**src/shared/pmla_pkg.sv**
```systemverilog
// constants shared by both ends of the power monitor limit/alert link
// Contract
// - defaults: wide range, continuous three-channel conversion
// - configuration selects wide or narrow shunt range
// - configuration resets each power cycle; host rewrites
// - zero calibration gives zero current and power
// - calibration cleared at power-up; host reprograms
// - overcurrent compares shunt result with limit
// - shunt limit uses shunt result units
// - bus limit uses bus result step
// - power limit compares upper sixteen result bits
// - limits reset each power cycle; host rewrites
// - results two's complement; bus never negative
// - alert reports fault or conversion ready
// - large fault alert may come early
// - marginal fault alert within 0.5-1.5 conversions
// - host budgets 1.5 conversions of alert latency
// - separate shunt/bus times, independent averaging; code uses one averaging count for all channels
package pmla_pkg;
  localparam int CLK_MHZ = 25;
  localparam int DATA_W = 16;
  localparam int RDATA_W = 24;
  localparam int ADDR_W = 4;
  localparam int CH_N = 3;
  localparam int TMR_W = 18;
  localparam int ACC_W = 28;
  localparam int CNT_W = 11;
  // conversion times in us, then averaging counts as log2
  localparam int unsigned CONV_US [8] = '{50, 84, 150, 280, 540, 1052, 2074, 4120};
  localparam logic [3:0] AVG_LOG2 [8] = '{4'h0, 4'h2, 4'h4, 4'h6, 4'h7, 4'h8, 4'h9, 4'hA};
  localparam logic [1:0] CH_SHUNT = 2'h0;
  localparam logic [1:0] CH_BUS = 2'h1;
  localparam logic [1:0] CH_TEMP = 2'h2;
  // device register indices
  localparam logic [3:0] R_CFG = 4'h0;
  localparam logic [3:0] R_ADC_CFG = 4'h1;
  localparam logic [3:0] R_SHUNT_CAL = 4'h2;
  localparam logic [3:0] R_SHUNT = 4'h3;
  localparam logic [3:0] R_BUS = 4'h4;
  localparam logic [3:0] R_TEMP = 4'h5;
  localparam logic [3:0] R_CURRENT = 4'h6;
  localparam logic [3:0] R_POWER = 4'h7;
  localparam logic [3:0] R_DIAG = 4'h8;
  localparam logic [3:0] R_SHUNT_LIM = 4'h9;
  localparam logic [3:0] R_BUS_LIM = 4'hA;
  localparam logic [3:0] R_POWER_LIM = 4'hB;
  // cfg fields
  localparam int F_NARROW = 0;
  localparam int F_AVG_ALERT = 1;
  localparam int F_ALERT_RDY = 2;
  localparam int F_MASK = 3;
  // adc_cfg fields, 3 bits each
  localparam int F_AVG = 0;
  localparam int F_TEMP_CT = 3;
  localparam int F_SHUNT_CT = 6;
  localparam int F_BUS_CT = 9;
  localparam int F_CH_EN = 12;
  // diag flag bits
  localparam int D_SHUNT_OV = 0;
  localparam int D_BUS_OV = 1;
  localparam int D_POWER_OV = 2;
  localparam int D_CNV_RDY = 3;
  localparam int D_N = 4;
  // reset values
  localparam logic [15:0] CFG_RST = 16'h0038;
  localparam logic [15:0] ADC_CFG_RST = 16'h7B68;
  localparam logic [2:0] CT_RST = 3'h5;
  localparam logic [15:0] CAL_RST = 16'h0000;
  localparam logic [15:0] SHUNT_LIM_RST = 16'h7FFF;
  localparam logic [15:0] BUS_LIM_RST = 16'h7FFF;
  localparam logic [15:0] POWER_LIM_RST = 16'hFFFF;
  localparam int CAL_SHIFT = 11;
  localparam int POW_SHIFT = 6;
  localparam int POW_LIM_LSB = 8;
  // host wishbone map, byte addresses
  localparam int WB_ADR_W = 5;
  localparam logic [4:0] A_CMD = 5'h00;
  localparam logic [4:0] A_WDATA = 5'h04;
  localparam logic [4:0] A_RDATA = 5'h08;
  localparam logic [4:0] A_STATUS = 5'h0C;
  localparam logic [4:0] A_IRQ_ST = 5'h10;
  localparam logic [4:0] A_IRQ_CLR = 5'h14;
  localparam logic [4:0] A_IRQ_EN = 5'h18;
  localparam int C_WE = 4;
  localparam int C_GO = 8;
  localparam int S_BUSY = 0;
  localparam int S_ALERT = 1;
  localparam int S_REPROG = 2;
  localparam int I_DONE = 0;
  localparam int I_ALERT = 1;
  localparam int IRQ_N = 2;
endpackage

```
**src/shared/pmla_link_if.sv**
```systemverilog
// register link between host controller and monitor device
`timescale 1ns/1ps
interface pmla_link_if;
  logic req;
  logic we;
  logic [pmla_pkg::ADDR_W-1:0] addr;
  logic [pmla_pkg::DATA_W-1:0] wdata;
  logic ack;
  logic [pmla_pkg::RDATA_W-1:0] rdata;
  logic alert;
  modport dev (input req, input we, input addr, input wdata,
               output ack, output rdata, output alert);
  modport host (output req, output we, output addr, output wdata,
                input ack, input rdata, input alert);
endinterface

```
**src/design/pmla_avg.sv**
```systemverilog
// sample averager for one converter channel
`timescale 1ns/1ps
module pmla_avg (
  // clock and reset
  input wire logic clk_i,
  input wire logic rst_i,
  // samples in
  input wire logic smp_vld_i,
  input wire logic [pmla_pkg::DATA_W-1:0] smp_i,
  input wire logic [3:0] log2_i,
  // average out
  output logic avg_vld_o,
  output logic [pmla_pkg::DATA_W-1:0] avg_o
);
  import pmla_pkg::*;
  logic signed [ACC_W-1:0] acc_q;
  logic signed [ACC_W-1:0] sum;
  logic [CNT_W-1:0] cnt_q;
  logic done;
  assign sum = acc_q + ACC_W'($signed(smp_i));
  // >= so that shrinking the count mid-run cannot stall
  assign done = ({1'b0, cnt_q} + 12'h001) >= (12'h001 << log2_i);
  always_ff @(posedge clk_i) begin
    if (rst_i) begin
      acc_q <= '0;
      cnt_q <= '0;
      avg_vld_o <= 1'b0;
      avg_o <= '0;
    end else begin
      avg_vld_o <= smp_vld_i && done;
      if (smp_vld_i && done) begin
        avg_o <= DATA_W'(sum >>> log2_i);
        acc_q <= '0;
        cnt_q <= '0;
      end else if (smp_vld_i) begin
        acc_q <= sum;
        cnt_q <= cnt_q + 11'h001;
      end
    end
  end
endmodule

```
**src/design/pmla_dev.sv**
```systemverilog
// device end: conversion sequence, results, limit checks and alert
`timescale 1ns/1ps
module pmla_dev #(
  parameter int unsigned CYC_PER_US = pmla_pkg::CLK_MHZ
) (
  // clock and power-on reset
  input wire logic clk_i,
  input wire logic rst_i,
  // converter front end, asynchronous codes
  input wire logic [pmla_pkg::DATA_W-1:0] shunt_sample_i,
  input wire logic [pmla_pkg::DATA_W-1:0] bus_sample_i,
  input wire logic [pmla_pkg::DATA_W-1:0] temp_sample_i,
  output logic shunt_range_o,
  output logic [1:0] conv_chan_o,
  // host link
  pmla_link_if.dev link
);
  import pmla_pkg::*;

  logic [15:0] cfg_q;
  logic [15:0] adc_cfg_q;
  logic [15:0] cal_q;
  logic [15:0] shunt_over_limit_q;
  logic [15:0] bus_over_limit_q;
  logic [15:0] pow_lim_q;
  logic [15:0] shunt_q;
  logic [15:0] bus_q;
  logic [15:0] temp_q;
  logic [15:0] cur_q;
  logic [23:0] pow_q;
  logic [D_N-1:0] flags_q;
  logic [D_N-1:0] flags_set;
  logic [1:0] chan_q;
  logic [1:0] chan_nxt;
  logic [TMR_W-1:0] tmr_q;
  logic [2:0] ct_nxt;
  logic [CH_N-1:0] ch_en;
  logic [CH_N-1:0] smp_vld;
  logic [CH_N-1:0] avg_vld;
  logic [15:0] smp_in [CH_N];
  logic [15:0] smp_q [CH_N];
  logic [15:0] avg [CH_N];
  logic [2:0] upd_q;
  logic take;
  logic ack_q;
  logic alert_q;
  logic [23:0] rdata_q;
  logic [23:0] rd_mux;
  logic [15:0] sh_val;
  logic [15:0] bus_val;
  logic sh_stb;
  logic bus_stb;
  logic signed [32:0] cur_full;
  logic signed [32-CAL_SHIFT:0] cur_sh;
  logic [15:0] cur_mag;
  logic [31:0] pow_full;
  logic [31-POW_SHIFT:0] pow_sh;

  assign smp_in[CH_SHUNT] = shunt_sample_i;
  assign smp_in[CH_BUS] = bus_sample_i;
  assign smp_in[CH_TEMP] = temp_sample_i;
  assign ch_en = adc_cfg_q[F_CH_EN +: CH_N];
  assign take = link.req && !ack_q;
  assign link.ack = ack_q;
  assign link.rdata = rdata_q;
  assign link.alert = alert_q;

  // next enabled channel in shunt, bus, temperature order
  always_comb begin
    chan_nxt = chan_q;
    for (int k = CH_N - 1; k >= 1; k--) begin
      if (ch_en[(32'(chan_q) + k) % CH_N]) begin
        chan_nxt = 2'((32'(chan_q) + k) % CH_N);
      end
    end
    if (chan_nxt == CH_SHUNT) begin
      ct_nxt = adc_cfg_q[F_SHUNT_CT +: 3];
    end else if (chan_nxt == CH_BUS) begin
      ct_nxt = adc_cfg_q[F_BUS_CT +: 3];
    end else begin
      ct_nxt = adc_cfg_q[F_TEMP_CT +: 3];
    end
  end

  // continuous round-robin conversion of enabled channels
  always_ff @(posedge clk_i) begin
    if (rst_i) begin
      chan_q <= CH_SHUNT;
      tmr_q <= TMR_W'(CONV_US[CT_RST] * CYC_PER_US);
    end else if (tmr_q == '0 || !ch_en[chan_q]) begin
      chan_q <= chan_nxt;
      tmr_q <= TMR_W'(CONV_US[ct_nxt] * CYC_PER_US);
    end else begin
      tmr_q <= tmr_q - 18'h00001;
    end
  end

  // per-channel sync of the front-end code and averaging
  // codes are held steady over a conversion, so a word sync is enough
  generate
    for (genvar c = 0; c < CH_N; c++) begin : g_ch
      logic [15:0] meta_q;
      always_ff @(posedge clk_i) begin
        meta_q <= smp_in[c];
        smp_q[c] <= meta_q;
      end
      assign smp_vld[c] = ch_en[c] && chan_q == 2'(c) && tmr_q == '0;
      pmla_avg u_avg (
        .clk_i(clk_i),
        .rst_i(rst_i),
        .smp_vld_i(smp_vld[c]),
        .smp_i(smp_q[c]),
        .log2_i(AVG_LOG2[adc_cfg_q[F_AVG +: 3]]),
        .avg_vld_o(avg_vld[c]),
        .avg_o(avg[c])
      );
    end
  endgenerate

  // results in two's complement, bus clamped at zero
  always_ff @(posedge clk_i) begin
    if (rst_i) begin
      shunt_q <= '0;
      bus_q <= '0;
      temp_q <= '0;
    end else begin
      if (avg_vld[CH_SHUNT]) begin
        shunt_q <= avg[CH_SHUNT];
      end
      if (avg_vld[CH_BUS]) begin
        bus_q <= avg[CH_BUS][15] ? 16'h0000 : avg[CH_BUS];
      end
      if (avg_vld[CH_TEMP]) begin
        temp_q <= avg[CH_TEMP];
      end
    end
  end

  // current = shunt * cal, power = |current| * bus; zero cal zeroes both
  assign cur_full = $signed(shunt_q) * $signed({1'b0, cal_q});
  assign cur_sh = cur_full[32:CAL_SHIFT];
  assign cur_mag = cur_q[15] ? 16'(-cur_q) : cur_q;
  assign pow_full = cur_mag * bus_q;
  assign pow_sh = pow_full[31:POW_SHIFT];
  always_ff @(posedge clk_i) begin
    if (rst_i) begin
      cur_q <= '0;
      pow_q <= '0;
      upd_q <= '0;
    end else begin
      if (cal_q == '0) begin
        cur_q <= '0;
      end else if (cur_sh > 22'sh007FFF) begin
        cur_q <= 16'h7FFF;
      end else if (cur_sh < -22'sh008000) begin
        cur_q <= 16'h8000;
      end else begin
        cur_q <= cur_sh[15:0];
      end
      pow_q <= (|pow_sh[25:24]) ? 24'hFFFFFF : pow_sh[23:0];
      upd_q <= {upd_q[1:0], avg_vld[CH_SHUNT] | avg_vld[CH_BUS]};
    end
  end

  // checks on each new value: single sample, or average when selected
  assign sh_val = cfg_q[F_AVG_ALERT] ? avg[CH_SHUNT] : smp_q[CH_SHUNT];
  assign sh_stb = cfg_q[F_AVG_ALERT] ? avg_vld[CH_SHUNT] : smp_vld[CH_SHUNT];
  assign bus_val = cfg_q[F_AVG_ALERT] ? avg[CH_BUS] : smp_q[CH_BUS];
  assign bus_stb = cfg_q[F_AVG_ALERT] ? avg_vld[CH_BUS] : smp_vld[CH_BUS];
  always_comb begin
    flags_set = '0;
    flags_set[D_SHUNT_OV] = sh_stb && $signed(sh_val) > $signed(shunt_over_limit_q);
    flags_set[D_BUS_OV] = bus_stb && !bus_val[15] && bus_val > bus_over_limit_q;
    flags_set[D_POWER_OV] = upd_q[2] && pow_q[23:POW_LIM_LSB] > pow_lim_q;
    flags_set[D_CNV_RDY] = |avg_vld;
  end

  // sticky flags, cleared by reading diag; a new event beats the clear
  always_ff @(posedge clk_i) begin
    if (rst_i) begin
      flags_q <= '0;
    end else if (take && !link.we && link.addr == R_DIAG) begin
      flags_q <= flags_set;
    end else begin
      flags_q <= flags_q | flags_set;
    end
  end

  // alert follows the flags one cycle later, two cycles after the conversion ends for single-sample shunt and bus checks,
  // so a shunt or bus fault shows within one round of the enabled channels of crossing the limit, or two windows when averaged checks are on
  always_ff @(posedge clk_i) begin
    if (rst_i) begin
      alert_q <= 1'b0;
    end else if (cfg_q[F_ALERT_RDY]) begin
      alert_q <= flags_q[D_CNV_RDY];
    end else begin
      alert_q <= |(flags_q[D_POWER_OV:D_SHUNT_OV] & cfg_q[F_MASK +: 3]);
    end
  end

  // host-writable settings, all back to defaults on power-up
  always_ff @(posedge clk_i) begin
    if (rst_i) begin
      cfg_q <= CFG_RST;
      adc_cfg_q <= ADC_CFG_RST;
      cal_q <= CAL_RST;
      shunt_over_limit_q <= SHUNT_LIM_RST;
      bus_over_limit_q <= BUS_LIM_RST;
      pow_lim_q <= POWER_LIM_RST;
    end else if (take && link.we) begin
      if (link.addr == R_CFG) begin
        cfg_q <= link.wdata;
      end else if (link.addr == R_ADC_CFG) begin
        adc_cfg_q <= link.wdata;
      end else if (link.addr == R_SHUNT_CAL) begin
        cal_q <= {1'b0, link.wdata[14:0]};
      end else if (link.addr == R_SHUNT_LIM) begin
        shunt_over_limit_q <= link.wdata;
      end else if (link.addr == R_BUS_LIM) begin
        bus_over_limit_q <= {1'b0, link.wdata[14:0]};
      end else if (link.addr == R_POWER_LIM) begin
        pow_lim_q <= link.wdata;
      end
    end
  end

  always_comb begin
    if (link.addr == R_CFG) begin
      rd_mux = {8'h00, cfg_q};
    end else if (link.addr == R_ADC_CFG) begin
      rd_mux = {8'h00, adc_cfg_q};
    end else if (link.addr == R_SHUNT_CAL) begin
      rd_mux = {8'h00, cal_q};
    end else if (link.addr == R_SHUNT) begin
      rd_mux = {8'h00, shunt_q};
    end else if (link.addr == R_BUS) begin
      rd_mux = {8'h00, bus_q};
    end else if (link.addr == R_TEMP) begin
      rd_mux = {8'h00, temp_q};
    end else if (link.addr == R_CURRENT) begin
      rd_mux = {8'h00, cur_q};
    end else if (link.addr == R_POWER) begin
      rd_mux = pow_q;
    end else if (link.addr == R_DIAG) begin
      rd_mux = {20'h00000, flags_q};
    end else if (link.addr == R_SHUNT_LIM) begin
      rd_mux = {8'h00, shunt_over_limit_q};
    end else if (link.addr == R_BUS_LIM) begin
      rd_mux = {8'h00, bus_over_limit_q};
    end else if (link.addr == R_POWER_LIM) begin
      rd_mux = {8'h00, pow_lim_q};
    end else begin
      rd_mux = '0;
    end
  end

  // one ack per request; the host drops req on seeing it
  always_ff @(posedge clk_i) begin
    if (rst_i) begin
      ack_q <= 1'b0;
      rdata_q <= '0;
      shunt_range_o <= 1'b0;
      conv_chan_o <= CH_SHUNT;
    end else begin
      ack_q <= take;
      if (take) begin
        rdata_q <= link.we ? 24'h000000 : rd_mux;
      end
      shunt_range_o <= cfg_q[F_NARROW];
      conv_chan_o <= chan_q;
    end
  end
endmodule

```
**src/flat_wrapper.sv**
```systemverilog
// flat-port wrapper written by rule: the top's interface ports become plain ports
module pmla_dev_flat import pmla_pkg::*;
#(
  parameter int unsigned CYC_PER_US = pmla_pkg::CLK_MHZ
)
  (clk_i, rst_i, shunt_sample_i, bus_sample_i, temp_sample_i, shunt_range_o, conv_chan_o, link_req, link_we, link_addr, link_wdata, link_ack, link_rdata, link_alert);
  pmla_link_if link_i ();
  input wire logic clk_i;
  input wire logic rst_i;
  input wire logic [pmla_pkg::DATA_W-1:0] shunt_sample_i;
  input wire logic [pmla_pkg::DATA_W-1:0] bus_sample_i;
  input wire logic [pmla_pkg::DATA_W-1:0] temp_sample_i;
  output logic shunt_range_o;
  output logic [1:0] conv_chan_o;
  input wire logic [$bits(link_i.req)-1:0] link_req;
  input wire logic [$bits(link_i.we)-1:0] link_we;
  input wire logic [$bits(link_i.addr)-1:0] link_addr;
  input wire logic [$bits(link_i.wdata)-1:0] link_wdata;
  output wire logic [$bits(link_i.ack)-1:0] link_ack;
  output wire logic [$bits(link_i.rdata)-1:0] link_rdata;
  output wire logic [$bits(link_i.alert)-1:0] link_alert;
  assign link_i.req = link_req;
  assign link_i.we = link_we;
  assign link_i.addr = link_addr;
  assign link_i.wdata = link_wdata;
  assign link_ack = link_i.ack;
  assign link_rdata = link_i.rdata;
  assign link_alert = link_i.alert;
  pmla_dev #(.CYC_PER_US(CYC_PER_US)) u_core (.clk_i(clk_i), .rst_i(rst_i), .shunt_sample_i(shunt_sample_i), .bus_sample_i(bus_sample_i), .temp_sample_i(temp_sample_i), .shunt_range_o(shunt_range_o), .conv_chan_o(conv_chan_o), .link(link_i));
endmodule
```
**config.mk**
```make
export PLATFORM = sky130hd
export DESIGN_NAME = pmla_dev_flat
export DESIGN_NICKNAME = d
export VERILOG_FILES = /design/src/shared/pmla_pkg.sv /design/src/shared/pmla_link_if.sv /design/src/design/pmla_avg.sv /design/src/design/pmla_dev.sv /design/src/flat_wrapper.sv
export SDC_FILE = /design/constraint.sdc
export NUM_CORES = 2
export LEC_CHECK = 0
export ABC_AREA = 1
export BUFFER_PORTS_ARGS = -buffer_cell sky130_fd_sc_hd__buf_2
export CAP_MARGIN = 20
export CORE_MARGIN = 5
export CORE_UTILIZATION = 50
export CTS_CLUSTER_SIZE = 25
export DETAILED_ROUTE_END_ITERATION = 6
export GPL_ROUTABILITY_DRIVEN = 0
export PLACE_DENSITY = 0.66
export SLEW_MARGIN = 20
export SYNTH_ARGS = -nofsm -noshare
export SYNTH_HDL_FRONTEND = slang
export SYNTH_SLANG_ARGS = --single-unit
```
**constraint.sdc**
```tcl
create_clock -name clk_i -period 8.3 [get_ports clk_i]
set_clock_uncertainty 0.15 [all_clocks]
set_input_delay 0.415 -clock clk_i [delete_from_list [all_inputs] [get_ports clk_i]]
set_output_delay 0.415 -clock clk_i [all_outputs]
set_load 0.05 [all_outputs]
```
==> reports/results.tsv <==
stage	metric	value	unit
run_status	outcome	finished, final reports clean	
global_routing	grt.overflow.total	0	
clock_network	numCtsBuffers	57	
synthesis	synth-edff-count	0	
critical_path	reg2reg_from	u_core.cur_q[1]$_SDFF_PP0_	
synthesis	ys.flop_type	dfxtp_1	
critical_path	crit_path_start_kind	flip-flop	
synthesis	ys_types	64	
timing	final-max-slew-violation-count	0	
die	coreArea	93500	um^2
timing	fin_crit_sh	94.0	%
clock_network	clkSlewWorstSetupHoldPaths	0.07	ns
clock_network	cts-root-buf	clkbuf_16	
global_routing	grt_pass1_vias	41500	
final_layout	syn2layout_area_growth	9.28	%
synthesis	async_flop_share	0	%
synthesis	syn_inst	6585	
final_layout	final_nets	7528	
critical_path	cp-end-kind	flip-flop	
min_path	hold_class	in2reg	
critical_path	rrSetupSlack	0.49	ns
global_routing	grt_max_degree	86	
final_layout	nFillCells	9140	
global_routing	grt_usage	28.4	%
timing	setup_viol	0	
timing	rsz0062_at_grt	no	
drt	drt_iter0_markers	3991	
drt	vias	43200	
clock_network	htree_levels	2	
drt	drcViolationCount	0	
synthesis	yosysWarningCount	0	
timing	fmax	0.128	GHz
critical_path	critical_path.startpoint	u_core.cur_q[1]$_SDFF_PP0_	
die	initial_utilization	50.4	%
global_routing	antenna_found_initial	6	
critical_path	arrival	8.16	ns
die	row_count	112	
pwr	p_leak	0.0259	uW
timing	max_slew_margin	23.7	%
timing	tns	0	ns
clock_network	cts.path.max_buffers	3	
synthesis	postSynthAreaPerCell	7.15	um^2
critical_path	crit_path_end	u_core.pow_q[23]$_SDFF_PP0_	
critical_path	r2r_end	u_core.pow_q[23]$_SDFF_PP0_	
drt	viasPerCell	5.45	
clock_network	clkSinkCount	498	
timing	fin_crit	7.81	ns
die	die_h	317	um
drt	postRouteAntennaNets	0	
clock_network	clkLatencyLatePin	0.68	ns
synthesis	netlist_area	47100	um^2
critical_path	worstPathMaxFanout	12	
die	ios	101	
drt	routed_wl	144	mm
drt	wl_per_cell	18.1	um
pwr	vdd_drop_max	0.000184	V
run	max_cap_viol_count	0	
clock_network	cts_tree	built	
synthesis	ys_ff_latch	498	
placed_design	dp_hpwl	111	mm
timing	holdWs	0.0303	ns
critical_path	cpLargestDelayFamily	adder cells	
final_layout	drive_above_1_share	5.51	%
pwr	p_per_area	117	nW/um^2
die	die_x	317	um
critical_path	crit_path_top_delay_cell	fa_1	
global_routing	grt_pass1_wl	229	mm
timing	tightest_slew	1.14	ns
drt	dr.pass1.iters	6	
critical_path	max_stage_delay	0.56	ns
critical_path	path_depth	34	
critical_path	criticalPathCategory	reg2reg	
critical_path	cp_num_buf_inv	9	
critical_path	crit_top_cell	inv_1	
synthesis	ys_seq_area_share	21.2	%
timing	final_hold_viol_count	0	
critical_path	reg2reg_depth	34	
placed_design	io_buffers	100	
critical_path	cp.required	8.66	ns
die	die_area	100000	um^2
## power breakdown
| part | total [uW] | internal, uW | switching, uW |
|---|---|---|---|
| Clock | 2790 | 1630 | 1150 |
| Sequential | 2500 | 2440 | 51.5 |
| Combinational | 745 | 249 | 496 |
## state kept, by name (all words and copies together) (netlist names), 16 cells and up
register / cells
u_core.adc_cfg_q: 16
u_core.cfg_q: 16
u_core.cur_q: 16
u_core.g_ch.meta_q: 48
u_core.g_ch.u_avg.acc_q: 81
u_core.g_ch.u_avg.avg_o: 48
u_core.g_ch.u_avg.cnt_q: 33
u_core.link.rdata: 24
u_core.pow_lim_q: 16
u_core.pow_q: 24
u_core.shunt_over_limit_q: 16
u_core.shunt_q: 16
u_core.smp_q: 48
u_core.temp_q: 16
u_core.tmr_q: 18
## cells by family (layout without fill, tap and decap cells)
group | after synthesis | count (layout) | share of synthesized area (%)
flip-flops | 498 | 498 | 21.2
other | 1 | 7 | 0.00796
buffers and inverters | 1421 | 1506 | 11.5
adder cells (fa/ha/maj) | 832 | 832 | 29.0
AND/OR/NAND/NOR | 2669 | 2670 | 23.5
AO/OA/AOI/OAI | 1044 | 1044 | 12.5
XOR/XNOR | 118 | 118 | 2.19
multiplexers | 2 | 2 | 0.0425
## per-layer routing
layer | GRT usage, % | vias to the layer above | routed length (um)
met1 | 39.6 | 20300 | 62100
met2 | 45.7 | 1630 | 64200
met3 | 4.27 | 305 | 11900
li1 | - | 20900 | -
met4 | 9.44 | 2 | 5480
met5 | 0 | - | 13
## worst min path at each step
stage                                      start  cells after the start                                         end  slack (ns)
3_3_place_gp   u_core.g_ch[1].meta_q[12]$_DFF_P_                      0                 u_core.smp_q[0][28]$_DFF_P_        0.16
3_5_place_dp    u_core.g_ch[1].meta_q[3]$_DFF_P_                      0                 u_core.smp_q[0][19]$_DFF_P_        0.16
4_1_cts                           link_wdata[13]                      3    u_core.bus_over_limit_q[13]$_SDFFE_PP1P_       0.006
6_report                          link_wdata[13]                      3    u_core.bus_over_limit_q[13]$_SDFFE_PP1P_        0.03
2_1_floorplan   u_core.g_ch[0].meta_q[0]$_DFF_P_                      0                  u_core.smp_q[0][0]$_DFF_P_        0.16
5_1_grt                           link_wdata[13]                      3  u_core.shunt_over_limit_q[13]$_SDFFE_PP1P_        0.04
## tightest hold or removal path: cells and delay by family
family / cells / cell delay, ns
buffers and inverters: 1 / 0.20
and+or+nand+nor: 1 / 0.10
AOI/OAI and AO/OA: 1 / 0.07
## placed cells by master, fill, tap and decap left out, types with 7 or more instances in the layout
cell,netlist,final
clkbuf_8,0,7
fa_1,434,434
buf_4,4,74
nor3_1,46,46
o21ai_1,16,16
ha_1,398,398
a31oi_1,12,12
nand3_1,417,417
a211oi_1,26,26
o2111ai_1,23,23
inv_1,1133,1133
a21oi_2,11,11
o221ai_1,11,11
or2_2,13,13
clkinv_1,14,13
inv_2,15,15
dlygate4sd3_1,0,62
a221oi_1,12,12
bufinv_16,0,9
o21ai_0,355,355
o22ai_1,13,13
nand3b_1,18,18
buf_2,18,99
xor2_1,66,65
clkbuf_16,0,57
nand2_1,1542,1542
nand4_1,55,55
inv_6,0,11
xnor2_1,52,52
nor4_1,20,20
or2_1,7,7
a21oi_1,428,427
o21a_1,15,15
nand2_2,21,21
o211ai_1,73,73
a21o_1,15,15
nor2_1,509,504
dfxtp_1,498,498
## area by class of cell
type	count	area [um^2]	share of cell area, %
tap	1254	1570	3.05
inverter	1162	4360	8.48
antenna	4	10.0	0.0195
multi-input combinational	4669	31800	61.8
clock inverter	38	531	1.03
sequential	498	9970	19.4
clock buffer	70	1550	3.00
timing repair buffer	236	1690	3.29
## synth_stat cells, types with 18 or more instances
master	count	area, um^2
nand4_1	55	344
buf_1	27	101
fa_1	434	8690
xor2_1	66	578
dfxtp_1	498	9970
xnor2_1	52	455
nor3_1	46	230
o21ai_0	355	1780
nand2_2	21	131
clkbuf_1	206	773
nor2_1	509	1910
a21oi_1	428	2140
nand3_1	417	2090
nor4_1	20	125
inv_1	1133	4250
buf_2	18	90.1
nand3b_1	18	135
o2111ai_1	23	201
nand2_1	1542	5790
a211oi_1	26	195
o211ai_1	73	548
ha_1	398	4980
## timing repair
action | CTS | global route
gates resized for setup | 0 | 2
hold endpoints to repair | 90 | 0
hold buffers | 62 | 0
setup endpoints to repair | 0 | 24
setup buffers | 0 | 1
## stage by stage
stage | util, % | cells | setup slack (ns) | cell area (um^2) | power [uW]
floorplan | - | 6587 | 0.863 | 47100 | 3040
CTS | 55.0 | 7925 | 0.407 | 51400 | 6060
finish | 55.1 | 7931 | 0.495 | 51500 | 6030
global route | 55.1 | 7929 | 0.0498 | 51500 | 6260
global placement | 52.1 | 7755 | 0.610 | 48700 | 3240
detailed placement | 52.1 | 7755 | 0.461 | 48700 | 3260
No activity file was read; power rests on OpenSTA's default activity.
